## config.mk

```make
export PLATFORM = sky130hd
export DESIGN_NAME = compare_array_pwm
export DESIGN_NICKNAME = d
export VERILOG_FILES = /design/src/hw/pwm_pkg.sv /design/src/hw/compare_array_pwm.sv
export VERILOG_INCLUDE_DIRS = /design/src /design/src/hw
export SDC_FILE = /design/constraint.sdc
export NUM_CORES = 1
export LEC_CHECK = 0
export BUFFER_PORTS_ARGS = -buffer_cell sky130_fd_sc_hd__buf_2
export CORE_MARGIN = 1.5
export CORE_UTILIZATION = 50
export CTS_CLUSTER_SIZE = 24
export DETAILED_ROUTE_END_ITERATION = 6
export GPL_ROUTABILITY_DRIVEN = 0
export GPL_TIMING_DRIVEN = 0
export HOLD_SLACK_MARGIN = 0.08
export PLACE_DENSITY = 0.69
export SETUP_SLACK_MARGIN = 0.4
export SYNTH_ARGS = -nofsm -noshare
export SYNTH_HDL_FRONTEND = slang
export SYNTH_SLANG_ARGS = --single-unit
```

## constraint.sdc

```tcl
create_clock -name hclk -period 4.7 [get_ports hclk]
set_input_delay 0.47 -clock hclk [delete_from_list [all_inputs] [get_ports hclk]]
set_output_delay 0.47 -clock hclk [all_outputs]
set_load 0.02 [all_outputs]
```

## src/hw/pwm_defines.svh

```systemverilog
// Purpose: Offsets, field positions, reset values and encodings for the
//          compare array PWM block.
// Assumes: Included by its bare name after the package.
// Notes:   The numbers live here once; the package holds the types.
// Function
// RULE1: Channel is PWM when compare select is 1 and action field is 10x.
// RULE2: Each PWM channel picks inverting or non-inverting polarity.
// RULE3: Edge mode: count mode 01 counts BOTTOM up to TOP, then restarts.
// RULE4: Edge non-inverting: high on match, low at BOTTOM; inverting swapped.
// RULE5: Edge mode loads period and compare copies only at TOP overflow.
// RULE6: Edge mode: compare at or above TOP constant low, zero constant high.
// RULE7: Edge period is period value plus one counts of prescale plus one.
// RULE8: Center mode 1x counts MIN up to TOP and back, TOP one count.
// RULE9: Center non-inverting: low on up match, high on down match.
// RULE10: Center mode loads the period copy only at underflow.
// RULE11: Center period is twice the period value in counts.
// RULE12: Center mode: compare at or above TOP constant high, zero low.
// RULE13: Mode 10 loads compare and raises overflow flag at underflow only.
// RULE14: Mode 11 loads compare and raises overflow flag at underflow and TOP.
// RULE15: Phase field selects off, 1of2, 1of3, 1of4, 2of4 one-hot gating.
// RULE16: A gated channel acts as if its compare value equalled TOP.
// RULE17: Direction bit 0 steps forward, 1 reverse; changes accepted anytime.
// RULE18: Non-PWM channels are not gated but keep their shift slot.
// RULE19: Software changes the phase field only while the timer is stopped.
// RULE20: C and D in 1of2 and D in 1of3 run as ungated PWM.
// RULE21: Every compare output is 1 after reset.
// RULE22: A channel match sets its sticky event flag until software clears.
// RULE23: The one-hot register steps once per PWM period at its boundary.
`ifndef PWM_DEFINES_SVH
`define PWM_DEFINES_SVH

// Register byte offsets.
`define OFS_CTRL     8'h00
`define OFS_PERIOD   8'h04
`define OFS_TIMER    8'h08
`define OFS_FLAGS    8'h0c
`define OFS_CHAN0    8'h10
`define OFS_CHAN_LAST 8'h1c

// Field positions.
`define CTRL_W       13
`define CHAN_W       20
`define FLAG_OVF     4
`define TIMER_DIR    16

// Reset values.
`define CTRL_RST     13'h0000
`define CHAN_RST     20'h00000
`define PERIOD_RST   16'hffff
`define PHASE_RST    4'h1
`define PIN_RST      4'hf

// Encodings.
`define MODE_EDGE    2'b01
`define PWM_ACTION   2'b10
`define PHS_OFF      3'b000
`define PHS_1OF2     3'b001
`define PHS_1OF3     3'b010
`define PHS_1OF4     3'b011
`define PHS_2OF4     3'b100

`endif

```

## src/hw/pwm_pkg.sv

```systemverilog
// Purpose: Types shared by the compare array PWM block.
// Assumes: Nothing beyond the defines header.
// Notes:   Struct layouts match the register word bit order.
package pwm_pkg;

  // Control register layout, run bit in bit 0.
  typedef struct packed {
    logic [3:0] timer_prescale;
    logic       phase_direction_bit;
    logic [2:0] phase_mode_field;
    logic       up_down_count_enable;
    logic       timer_capture_reload_select;
    logic [1:0] timer_count_mode;
    logic       timer_run_bit;
  } ctrl_t;

  // Channel register layout, value in the low half.
  typedef struct packed {
    logic [2:0]  channel_action_field;
    logic        channel_compare_select;
    logic [15:0] channel_value;
  } chan_cfg_t;

  typedef logic [3:0] pin_vec_t;

endpackage

```

## src/hw/compare_array_pwm.sv

```systemverilog
// Purpose: Four-channel PWM compare array on a shared 16-bit timer,
//          reached over AHB-Lite.
// Assumes: hclk at 20 MHz; single word transfers; no wait states.
// Notes:   Action field bit 0 selects the inverting polarity.
`timescale 1ns/1ns
`default_nettype none
`include "pwm_defines.svh"

module compare_array_pwm (
  input  wire logic         hclk,
  input  wire logic         hresetn,
  input  wire logic         hsel,
  input  wire logic [31:0]  haddr,
  input  wire logic [1:0]   htrans,
  input  wire logic         hwrite,
  input  wire logic [2:0]   hsize,
  input  wire logic [31:0]  hwdata,
  input  wire logic         hready,
  output logic              hreadyout,
  output logic              hresp,
  output logic [31:0]       hrdata,
  output pwm_pkg::pin_vec_t channel_output_pin
);
  import pwm_pkg::*;

  // Rotates the one-hot register inside a ring of len positions.
  function automatic logic [3:0] step_ring(input logic [3:0] ph,
                                           input logic [2:0] len,
                                           input logic       rev);
    logic [3:0] top_bit;
    logic [3:0] res;
    top_bit = 4'h1 << (len - 3'd1);
    // Compared one bit wider so the four-long ring does not shift out.
    if (ph == 4'h0 || {1'b0, ph} >= ({1'b0, top_bit} << 1)) begin
      res = `PHASE_RST;
    end else if (!rev) begin
      res = (ph == top_bit) ? 4'h1 : (ph << 1);
    end else begin
      res = (ph == 4'h1) ? top_bit : (ph >> 1);
    end
    return res;
  endfunction

  // Bus side state.
  logic        wr_pend_ff;
  logic [7:0]  wr_addr_ff;
  logic [31:0] hrdata_ff;
  // Software-visible registers.
  ctrl_t       ctrl_ff;
  logic [15:0] period_buf_ff;
  chan_cfg_t   chan_ff [4];
  logic [3:0]  evt_flag_ff;
  logic        ovf_flag_ff;
  // Timer and active copies.
  logic [3:0]  pre_ff;
  logic [15:0] cnt_ff;
  logic        down_ff;
  logic [15:0] top_ff;
  logic [15:0] cmp_ff [4];
  logic [3:0]  phase_ff;
  logic [3:0]  pin_ff;

  // Address phase decode and register selection.
  wire       take      = hsel & hready & htrans[1];
  wire [7:0] rd_ofs    = haddr[7:0];
  wire       rd_chan   = rd_ofs >= `OFS_CHAN0 && rd_ofs <= `OFS_CHAN_LAST;
  wire [1:0] rd_idx    = rd_ofs[3:2];
  wire       wr_now    = wr_pend_ff;
  wire       wr_ctrl   = wr_now && wr_addr_ff == `OFS_CTRL;
  wire       wr_period = wr_now && wr_addr_ff == `OFS_PERIOD;
  wire       wr_flags  = wr_now && wr_addr_ff == `OFS_FLAGS;
  wire       wr_chan   = wr_now && wr_addr_ff >= `OFS_CHAN0
                         && wr_addr_ff <= `OFS_CHAN_LAST;
  wire [1:0] wr_idx    = wr_addr_ff[3:2];
  wire [3:0] evt_clr   = wr_flags ? hwdata[3:0] : 4'h0;
  wire       ovf_clr   = wr_flags & hwdata[`FLAG_OVF];

  // Read mux; unmapped offsets read zero.
  logic [31:0] rd_word;
  assign rd_word =
      (rd_ofs == `OFS_CTRL)   ? {19'h0, ctrl_ff} :
      (rd_ofs == `OFS_PERIOD) ? {16'h0, period_buf_ff} :
      (rd_ofs == `OFS_TIMER)  ? {15'h0, down_ff, cnt_ff} :
      (rd_ofs == `OFS_FLAGS)  ? {27'h0, ovf_flag_ff, evt_flag_ff} :
      rd_chan                 ? {12'h0, chan_ff[rd_idx]} : 32'h0;

  assign hreadyout = 1'b1;
  assign hresp     = 1'b0;
  assign hrdata    = hrdata_ff;

  // Timer prescale tick and count control.
  wire        run    = ctrl_ff.timer_run_bit;
  wire        center = ctrl_ff.timer_count_mode[1];
  wire        tick   = run && pre_ff == ctrl_ff.timer_prescale; // RULE7
  wire [15:0] cnt_up = cnt_ff + 16'h1;
  wire [15:0] cnt_dn = cnt_ff - 16'h1;
  wire        wrap   = tick & ~center & (cnt_ff >= top_ff);
  wire        unfl   = tick & center & down_ff & (cnt_ff <= 16'h1);
  wire        at_top = tick & center & ~down_ff & (cnt_up >= top_ff)
                       & (cnt_ff < top_ff);
  wire        phs_md = ctrl_ff.timer_count_mode == 2'b11;
  // Period boundary, and compare loading per count mode.
  wire        boundary = wrap | unfl; // RULE23
  wire        load_cmp = wrap | unfl | (at_top & phs_md); // RULE5 RULE13 RULE14
  wire        ovf_evt  = wrap | unfl | (at_top & phs_md); // RULE13 RULE14
  wire        pwm_tmr  = ~ctrl_ff.timer_capture_reload_select
                         & ~ctrl_ff.up_down_count_enable;

  // Next timer value for single and dual slope counting.
  logic [15:0] nxt_cnt;
  logic        nxt_down;
  always_comb begin
    nxt_cnt  = cnt_ff;
    nxt_down = down_ff;
    if (tick) begin
      if (!center) begin
        nxt_cnt  = (cnt_ff >= top_ff) ? 16'h0 : cnt_up; // RULE3
        nxt_down = 1'b0;
      end else if (!down_ff) begin
        if (cnt_ff >= top_ff) begin
          nxt_cnt  = (top_ff == 16'h0) ? 16'h0 : cnt_dn; // RULE8
          nxt_down = top_ff != 16'h0;
        end else begin
          nxt_cnt = cnt_up;
        end
      end else begin
        nxt_cnt  = (cnt_ff <= 16'h1) ? 16'h0 : cnt_dn; // RULE8
        nxt_down = cnt_ff > 16'h1;
      end
    end
  end

  // Multi-phasic ring length and per-channel gate.
  logic [2:0] ring_len;
  logic [3:0] gate_en;
  assign ring_len =
      (ctrl_ff.phase_mode_field == `PHS_1OF3) ? 3'd3 :
      (ctrl_ff.phase_mode_field == `PHS_1OF4) ? 3'd4 : 3'd2; // RULE15
  assign gate_en =
      (ctrl_ff.phase_mode_field == `PHS_1OF2) ? {2'b11, phase_ff[1:0]} :
      (ctrl_ff.phase_mode_field == `PHS_1OF3) ? {1'b1, phase_ff[2:0]} :
      (ctrl_ff.phase_mode_field == `PHS_1OF4) ? phase_ff :
      (ctrl_ff.phase_mode_field == `PHS_2OF4) ?
          {phase_ff[1:0], phase_ff[1:0]} : 4'hf; // RULE15 RULE20
  wire phase_on = ctrl_ff.phase_mode_field != `PHS_OFF;

  // Per-channel compare decisions.
  logic [3:0] is_pwm;
  logic [3:0] inv;
  logic [3:0] match;
  logic [3:0] nxt_pin;
  genvar g;
  generate
    for (g = 0; g < 4; g++) begin : gen_ch
      wire        sel   = chan_ff[g].channel_compare_select;
      wire [2:0]  act   = chan_ff[g].channel_action_field;
      wire [15:0] cmp   = cmp_ff[g];
      wire        blk   = ~gate_en[g]; // RULE16
      wire        full  = blk | (cmp >= top_ff); // RULE16
      wire        zero  = ~blk & (cmp == 16'h0);
      wire        inner = ~full & ~zero;
      assign is_pwm[g] = sel & (act[2:1] == `PWM_ACTION); // RULE1
      assign inv[g]    = act[0]; // RULE2
      assign match[g]  = tick & sel & (cnt_ff == cmp);
      always_comb begin
        nxt_pin[g] = pin_ff[g];
        if (tick & is_pwm[g] & pwm_tmr) begin
          if (!center) begin
            // Level for the new period, then the match in it.
            if (cnt_ff == 16'h0) begin
              nxt_pin[g] = (zero) ? ~inv[g] : inv[g]; // RULE4 RULE6
            end else if (inner & (cnt_ff == cmp)) begin
              nxt_pin[g] = ~inv[g]; // RULE4
            end
          end else begin
            if (cnt_ff == 16'h0 && !inner) begin
              nxt_pin[g] = full ? ~inv[g] : inv[g]; // RULE12
            end else if (inner & (cnt_ff == cmp)) begin
              nxt_pin[g] = down_ff ? ~inv[g] : inv[g]; // RULE9
            end
          end
        end
      end
    end
  endgenerate

  // Bus data phase capture and read data.
  always_ff @(posedge hclk or negedge hresetn) begin
    if (!hresetn) begin
      wr_pend_ff <= 1'b0;
      wr_addr_ff <= 8'h00;
      hrdata_ff  <= 32'h0;
    end else if (hready) begin
      wr_pend_ff <= take & hwrite;
      wr_addr_ff <= haddr[7:0];
      hrdata_ff  <= (take & ~hwrite) ? rd_word : 32'h0;
    end
  end

  // Control, period buffer and channel registers.
  always_ff @(posedge hclk or negedge hresetn) begin
    if (!hresetn) begin
      ctrl_ff       <= `CTRL_RST;
      period_buf_ff <= `PERIOD_RST;
      for (int i = 0; i < 4; i++) begin
        chan_ff[i] <= `CHAN_RST;
      end
    end else begin
      if (wr_ctrl) begin
        ctrl_ff <= hwdata[`CTRL_W-1:0]; // RULE17
      end
      if (wr_period) begin
        period_buf_ff <= hwdata[15:0];
      end
      if (wr_chan) begin
        chan_ff[wr_idx] <= hwdata[`CHAN_W-1:0];
      end
    end
  end

  // Sticky flags; a new event wins over a clear in the same cycle.
  always_ff @(posedge hclk or negedge hresetn) begin
    if (!hresetn) begin
      evt_flag_ff <= 4'h0;
      ovf_flag_ff <= 1'b0;
    end else begin
      evt_flag_ff <= (evt_flag_ff & ~evt_clr) | match; // RULE22
      ovf_flag_ff <= (ovf_flag_ff & ~ovf_clr) | ovf_evt; // RULE13 RULE14
    end
  end

  // Prescaler and timer.
  always_ff @(posedge hclk or negedge hresetn) begin
    if (!hresetn) begin
      pre_ff  <= 4'h0;
      cnt_ff  <= 16'h0;
      down_ff <= 1'b0;
    end else begin
      pre_ff  <= (!run || tick) ? 4'h0 : pre_ff + 4'h1; // RULE7 RULE11
      cnt_ff  <= nxt_cnt;
      down_ff <= nxt_down;
    end
  end

  // Active period and compare copies, loaded at the period boundaries; mode 11 also loads the compares at TOP.
  always_ff @(posedge hclk or negedge hresetn) begin
    if (!hresetn) begin
      top_ff <= `PERIOD_RST;
      for (int i = 0; i < 4; i++) begin
        cmp_ff[i] <= 16'h0;
      end
    end else begin
      if (boundary) begin
        top_ff <= period_buf_ff; // RULE5 RULE10
      end
      if (load_cmp) begin
        for (int i = 0; i < 4; i++) begin
          cmp_ff[i] <= chan_ff[i].channel_value; // RULE5 RULE13 RULE14
        end
      end
    end
  end

  // One-hot phase ring, stepped once per period while gating is on.
  always_ff @(posedge hclk or negedge hresetn) begin
    if (!hresetn) begin
      phase_ff <= `PHASE_RST;
    end else if (boundary & phase_on) begin
      phase_ff <= step_ring(phase_ff, ring_len,
                            ctrl_ff.phase_direction_bit); // RULE17 RULE23 RULE18
    end
  end

  // Output pins, all high out of reset.
  always_ff @(posedge hclk or negedge hresetn) begin
    if (!hresetn) begin
      pin_ff <= `PIN_RST; // RULE21
    end else begin
      pin_ff <= nxt_pin;
    end
  end

  assign channel_output_pin = pin_ff;

endmodule // compare_array_pwm
`default_nettype wire

```

==> results of run 1 <==
[cells in the final DEF (no fill, tap or decap), types with 23 or more instances in the layout]
master and count:
a21oi_1 64, buf_2 60, buf_4 23, clkbuf_1 49, clkbuf_16 29, dfrtp_1 213
dfstp_2 37, ha_1 102, inv_1 37, mux2_1 49, mux2_2 151, nand2_1 61
nand4_1 33, nor2_1 50, nor4_1 31, o21ai_0 40, xnor2_1 73
[logic make-up (layout without fill, tap and decap cells)]
kind of cell	after synthesis	count (layout)	share of synthesized area
AO/OA/AOI/OAI	245	245	0.114
XOR/XNOR	88	88	0.0513
adder cells (fa/ha/maj)	103	103	0.0858
buffers and inverters	128	248	0.0398
flip-flops	252	252	0.423
multiplexers	225	225	0.183
other	2	14	0.000500
AND/OR/NAND/NOR	286	286	0.102
[sequential cells by signal, summed over array words and instances, names as in the netlist]
| register | count |
|---|---|
| chan_ff | 64 |
| gen_ch.cmp | 64 |
| hrdata | 20 |
| cnt_ff | 16 |
| period_buf_ff | 16 |
| top_ff | 16 |
| gen_ch.act | 12 |
| ctrl_ff | 11 |
| wr_addr_ff | 8 |
| channel_output_pin | 4 |
| evt_flag_ff | 4 |
| gen_ch.sel | 4 |
| phase_ff | 4 |
| pre_ff | 4 |
| center | 1 |
| down_ff | 1 |
| ovf_flag_ff | 1 |
| run | 1 |
| wr_now | 1 |
[final cells by class]
class / count / area (sq um)
Fill cell: 2482 / 12500
Multi-Input combinational cell: 961 / 8180
Sequential cell: 252 / 6350
Clock buffer: 46 / 900
Buffer: 88 / 493
Tap cell: 390 / 488
Timing Repair Buffer: 67 / 415
Inverter: 40 / 158
Clock inverter: 7 / 119
[worst max-delay path: cells and delay by family (launching register included)]
| kind | cells | cell delay, ns |
|---|---|---|
| and+or+nand+nor | 6 | 1.15 |
| muxes | 1 | 0.33 |
| adders and majority gates | 1 | 0.33 |
| xor gates and xnor gates | 1 | 0.21 |
| buffers and inverters | 5 | 0.91 |
| AOI/OAI and AO/OA | 3 | 0.69 |
| DFF | 1 | 0.41 |
[metrics by stage]
stage / setup slack, ns / std cells / utilization
finish: 0.498 / 1851 / 0.577
global route: 0.405 / 1851 / 0.577
CTS: 0.435 / 1847 / 0.574
detailed placement: -0.235 / 1789 / 0.537
global placement: -1.44 / 1787 / 0.534
floorplan: 0.746 / 1341 / -
[worst max-delay path by stage]
stage                     startpoint                end  slack, ns  cells past startpoint
after global routing       cnt_ff[0]   gen_ch[0].cmp[5]       0.41                     17
after global placement       hresetn          pre_ff[0]      -1.44                      1
after detailed placement   cnt_ff[0]  gen_ch[2].cmp[14]      -0.24                     18
final                      cnt_ff[0]   gen_ch[0].cmp[4]       0.50                     17
after floorplan            cnt_ff[0]   gen_ch[0].cmp[0]       0.75                     18
after CTS                  cnt_ff[0]  gen_ch[0].cmp[10]       0.44                     17
[repair_timing]
action / CTS / global route
endpoints found under the setup margin: 65 / 65
pin swaps: 1 / 4
hold buffers: 1 / 0
endpoints found under the hold margin: 60 / 0
setup buffers: 4 / 4
gates resized for setup: 13 / 26
gates cloned: 0 / 0
[power breakdown]
part           switching [mW]  total [mW]  internal [mW]
Sequential              0.580        3.25           2.67
Clock                   0.911        2.38           1.47
Combinational            2.44        4.20           1.76
Total                    3.94        9.83           5.89
[routing by layer]
layer / GRT usage / vias to the layer above / routed length, um
met4: 0.118 / 2 / 2040
met3: 0.0424 / 120 / 3320
met5: 0 / - / 12
met1: 0.402 / 5902 / 18800
met2: 0.485 / 529 / 21100
li1: - / 5169 / -
==> results.py, run 1 <==
metrics = {
    "critical_path": {
        "r2r-start": "cnt_ff[0]",
        "max_stage_delay_ns": 0.41,
        "criticalPathCategory": "reg2reg",
        "r2r_end": "gen_ch[0].cmp[4]",
        "critPathMostFrequentCell": "buf_6",
        "worstPathArrival_ns": 4.63,
        "r2r_setup_slack_ns": 0.50,
        "cp.required_ns": 5.13,
        "worst_setup_path_end_kind": "flop",
        "cp_max_fo": 10,
        "reg2reg_depth": 17,
        "startpoint_type": "flop",
        "crit_chain": "buf_6 > clkinvlp_4 > nor3_4 > and3_4 > and3_1 > clkbuf_2 > and3_2 > nand3_1 > xnor2_2 > ha_1 > nand4_1 > a211oi_2 > a221oi_2 > o31ai_2 > buf_6 > buf_8 > mux2_1",
        "cp_slowest_cell": "dfrtp_2",
    },
    "worst_hold_path": {
        "holdPathEnd": "wr_addr_ff[6]",
        "hold_depth": 2,
        "hold_start": "haddr[6]",
        "hp-class": "in2reg",
    },
    "clocking": {
        "htreeDepth": 1,
        "cts.clk_slew.worst_paths_ns": 0.06,
        "clock-sinks": 252,
        "cts_tree": "yes",
        "clockBufferDepth": 3,
        "clock-root-buffer": "clkbuf_16",
        "clk_latency_ns": 0.55,
        "cts-buffers-inserted": 29,
    },
    "cells_and_area": {
        "diodes": 0,
        "final_nets": 1616,
        "stdcell_area_sq_um": 17100,
        "area_growth_pct": 13.9,
        "drive_above_1_share": 0.268,
    },
    "job": {
        "drv_cap": 0,
    },
    "timing": {
        "finalSetupViolCount": 0,
        "worst_slew_pin_slew_ns": 1.22,
        "hold_viol": 0,
        "relSlewSlack": 0.182,
        "whs_ns": 0.172,
        "min_period_ns": 4.20,
        "setup_tns_ns": 0,
        "fmax_mhz": 238,
        "clock_skew_ns": 0.0176,
        "finalCritPeriodShare": 0.894,
        "drv_slew": 0,
        "rsz0062_at_grt": "no",
    },
    "power": {
        "power_density_nw_per_um2": 574,
        "power_leakage_nw": 7.54,
        "vdd_drop_max_mv": 0.304,
        "power.total_mw": 9.83,
    },
    "logic_synthesis": {
        "netlist.area_leader.share": 0.358,
        "yosysUniqueCellTypes": 79,
        "yosysSeqAreaShare": 0.423,
        "synth_ff_type": "dfrtp_1",
        "netlist_area_sq_um": 15000,
        "synth_seq_cells": 252,
        "synth_area_leaders": "dfrtp_1 (36%), mux2_2 (11%), ha_1 (8.6%), dfstp_2 (6.5%), xnor2_1 (4.4%)",
        "synth_most_common_cell": "dfrtp_1",
        "synth_edf_count": 0,
        "synth_top_cell_by_area": "dfrtp_1",
        "synth_common_cells": "dfrtp_1 (215), mux2_2 (151), ha_1 (103), xnor2_1 (76), a21oi_1 (64)",
        "async_reset_ff_frac": 1.00,
        "yosysWarnings": 0,
        "netlist_instances": 1329,
        "syn_area_per_cell_sq_um": 11.3,
    },
    "route": {
        "postRouteAntennaNets": 0,
        "wl_per_cell_um": 24.5,
        "via_per_inst": 6.33,
        "route.detailed.drc": 0,
        "drtIter0Drc": 1323,
        "wirelength_um": 45300,
        "dr.pass1.iters": 7,
        "routed-via-count": 11700,
    },
    "place": {
        "postPlaceCellArea_sq_um": 15900,
        "port_buffers": 56,
        "dp_hpwl_um": 34400,
    },
    "floorplan": {
        "start_util": 0.507,
        "die_area_sq_um": 31100,
        "die_h_um": 176,
        "io_pins": 112,
        "die_w_um": 176,
        "rows": 63,
        "core_area_sq_um": 29600,
    },
    "global_routing": {
        "grt_pass1_wl_um": 69600,
        "grt_max_degree": 99,
        "grt.total_usage": 0.298,
        "grt_pass1_vias": 11600,
        "grt-ovfl-total": 0,
        "antenna_found_initial": 1,
    },
    "status": {
        "status": "completed",
    },
}
Power figures use the tool's default switching activity.
==> inputs of run 2 (changes only) <==
--- a/config.mk
+++ b/config.mk
@@ -6,15 +6,15 @@
 export SDC_FILE = /design/constraint.sdc
 export NUM_CORES = 1
 export LEC_CHECK = 0
-export BUFFER_PORTS_ARGS = -buffer_cell sky130_fd_sc_hd__buf_2
 export CORE_MARGIN = 1.5
 export CORE_UTILIZATION = 50
 export CTS_CLUSTER_SIZE = 24
 export DETAILED_ROUTE_END_ITERATION = 6
+export DONT_BUFFER_PORTS = 1
 export GPL_ROUTABILITY_DRIVEN = 0
 export GPL_TIMING_DRIVEN = 0
 export HOLD_SLACK_MARGIN = 0.08
-export PLACE_DENSITY = 0.69
+export PLACE_DENSITY = 0.66
 export SETUP_SLACK_MARGIN = 0.4
 export SYNTH_ARGS = -nofsm -noshare
 export SYNTH_HDL_FRONTEND = slang
==> results.py, run 2 (synthesis results as in run 1) <==
metrics = {
    "status": {
        "status": "finished with violations",
        "violations": "hold timing",
    },
    "timing": {
        "finalCritPeriodShare": 0.904,
        "clock_skew_ns": 0.0523,
        "hold_viol": 215,
        "rsz0062_at_grt": "no",
        "drv_slew": 0,
        "whs_ns": -0.362,
        "setup_tns_ns": 0,
        "finalSetupViolCount": 0,
        "relSlewSlack": 0.0661,
        "min_period_ns": 4.25,
        "worst_slew_pin_slew_ns": 1.39,
        "fmax_mhz": 235,
    },
    "floorplan": {
        "die_w_um": 176,
        "rows": 63,
        "die_h_um": 176,
        "io_pins": 112,
        "die_area_sq_um": 31100,
        "core_area_sq_um": 29600,
        "start_util": 0.507,
    },
    "route": {
        "wl_per_cell_um": 25.8,
        "postRouteAntennaNets": 0,
        "route.detailed.drc": 0,
        "dr.pass1.iters": 5,
        "routed-via-count": 11600,
        "wirelength_um": 46900,
        "drtIter0Drc": 1288,
        "via_per_inst": 6.37,
    },
    "critical_path": {
        "worstPathArrival_ns": 4.68,
        "cp_max_fo": 10,
        "crit_chain": "clkbuf_1 > and3_1 > clkbuf_4 > nand3_2 > xnor2_2 > ha_1 > a21o_1 > a211oi_2 > o21bai_1 > a21o_1 > a221oi_4 > o31ai_4 > buf_6 > buf_6 > mux2_1",
        "max_stage_delay_ns": 0.63,
        "criticalPathCategory": "reg2reg",
        "cp_slowest_cell": "clkbuf_1",
        "worst_setup_path_end_kind": "flop",
        "startpoint_type": "flop",
        "cp.required_ns": 5.13,
    },
    "power": {
        "p_sw_mw": 4.00,
        "power_leakage_nw": 7.34,
        "clkPwrFrac": 0.239,
        "power_density_nw_per_um2": 578,
        "vdd_drop_max_mv": 0.322,
        "internal_power_mw": 5.85,
        "switching_share": 0.406,
        "combPwrFrac": 0.430,
        "p_seq_frac": 0.330,
    },
    "job": {
        "drv_cap": 0,
    },
    "clocking": {
        "clock-root-buffer": "clkbuf_16",
        "cts-buffers-inserted": 28,
        "clockBufferDepth": 3,
        "cts_tree": "yes",
        "cts_hold_repair.buffers": 26,
        "clock-sinks": 252,
        "cts.clk_slew.worst_paths_ns": 0.06,
        "clk_latency_ns": 0.60,
        "htreeDepth": 1,
    },
    "cells_and_area": {
        "area_growth_pct": 13.3,
        "final_nets": 1584,
        "layout_commonest_cell": "dfrtp_1",
        "drive_above_1_share": 0.235,
        "fillCellCount": 2522,
        "layout_common_cells": "dfrtp_1 (213), mux2_2 (151), ha_1 (102)",
        "stdcell_area_sq_um": 17000,
    },
    "place": {
        "dp_hpwl_um": 34300,
        "port_buffers": 0,
        "postPlaceCellArea_sq_um": 15600,
    },
    "global_routing": {
        "grt_max_degree": 253,
        "antenna_found_initial": 0,
        "grt_pass1_vias": 11500,
        "grt.total_usage": 0.304,
        "grt_pass1_wl_um": 70200,
        "grt-ovfl-total": 0,
    },
    "worst_hold_path": {
        "hp-class": "in2async",
    },
}
-- run 2: cell count changes in the layout (fill, tap and decap cells not counted), sizes merged --
| cell | change |
|---|---|
| dlygate4sd3 | +25 |
| diode | +1 |
| clkinvlp | +2 |
| inv | -1 |
| buf | -57 |
| clkbuf | -5 |
| clkinv | +3 |
-- run 2: area by class of cell --
type                    count  area, sq um  area share
multi-input cells         961         8210       0.482
clock inverters            11          169     0.00992
clock buffers              40          826      0.0485
diodes                      1         2.50    0.000147
inverters                  40          158     0.00926
well taps                 390          488      0.0287
plain buffers              88          484      0.0284
repair buffers             36          333      0.0195
flip-flops and latches    252         6350       0.373
-- run 2: final timing paths --
check / endpoint / cells after the start / start / slack (ns)
max: gen_ch[0].cmp[9] / 15 / cnt_ff[7] / 0.45
min in group hclk: center / 1 / hwdata[2] / 0.12
min: cnt_ff[4] / 0 / hresetn / -0.36
max in group asynchronous: gen_ch[1].cmp[2] / 0 / hresetn / 4.38
min reg2reg: ovf_flag_ff / 1 / ovf_flag_ff / 0.48
max reg2reg: gen_ch[0].cmp[9] / 15 / cnt_ff[7] / 0.45
-- run 2: through the flow --
step	cells	hold slack (ns)	setup slack (ns)	power, mW	util
detailed placement	1731	0.199	-0.273	7.15	0.525
finish	1819	-0.362	0.450	9.84	0.575
floorplan	1341	0.174	0.746	5.92	-
global placement	1731	0.200	-0.300	6.98	0.525
CTS	1810	-0.425	0.411	9.61	0.569
global route	1818	-0.416	0.317	10.4	0.574
-- run 2: what timing repair did --
item / 4_1_cts / 5_1_grt
resized for setup: 17 / 22
gates cloned: 0 / 1
pin swaps: 1 / 6
endpoints found under the hold margin: 371 / 252
setup buffers: 2 / 7
endpoints found under the setup margin: 65 / 63
-- run 2: per-layer routing --
layer / vias to the layer above / wire length [um] / GRT usage
met5: - / 0 / 0
met4: 0 / 2250 / 0.132
met1: 5824 / 19100 / 0.397
li1: 5097 / - / -
met2: 545 / 21800 / 0.492
met3: 127 / 3800 / 0.0607
-- run 2: critical path: cells and delay by family, from the launching register on --
kind	cells	cell delay, ns
XOR/XNOR	1	0.22
adder cells (fa/ha/maj)	1	0.32
AO/OA/AOI/OAI	6	1.21
flip-flops	1	0.43
AND/OR/NAND/NOR	2	0.41
multiplexers	1	0.32
buffers and inverters	4	1.22
-- run 2: power groups by stage --
| stage | Combinational (mW) | Clock, mW | Sequential (mW) |
|---|---|---|---|
| after floorplan | 2.90 | 0 | 3.02 |
| after global placement | 3.74 | 0 | 3.25 |
| after detailed placement | 3.88 | 0 | 3.26 |
| after CTS | 4.00 | 2.37 | 3.23 |
| after global routing | 4.61 | 2.47 | 3.30 |
| final | 4.24 | 2.35 | 3.25 |
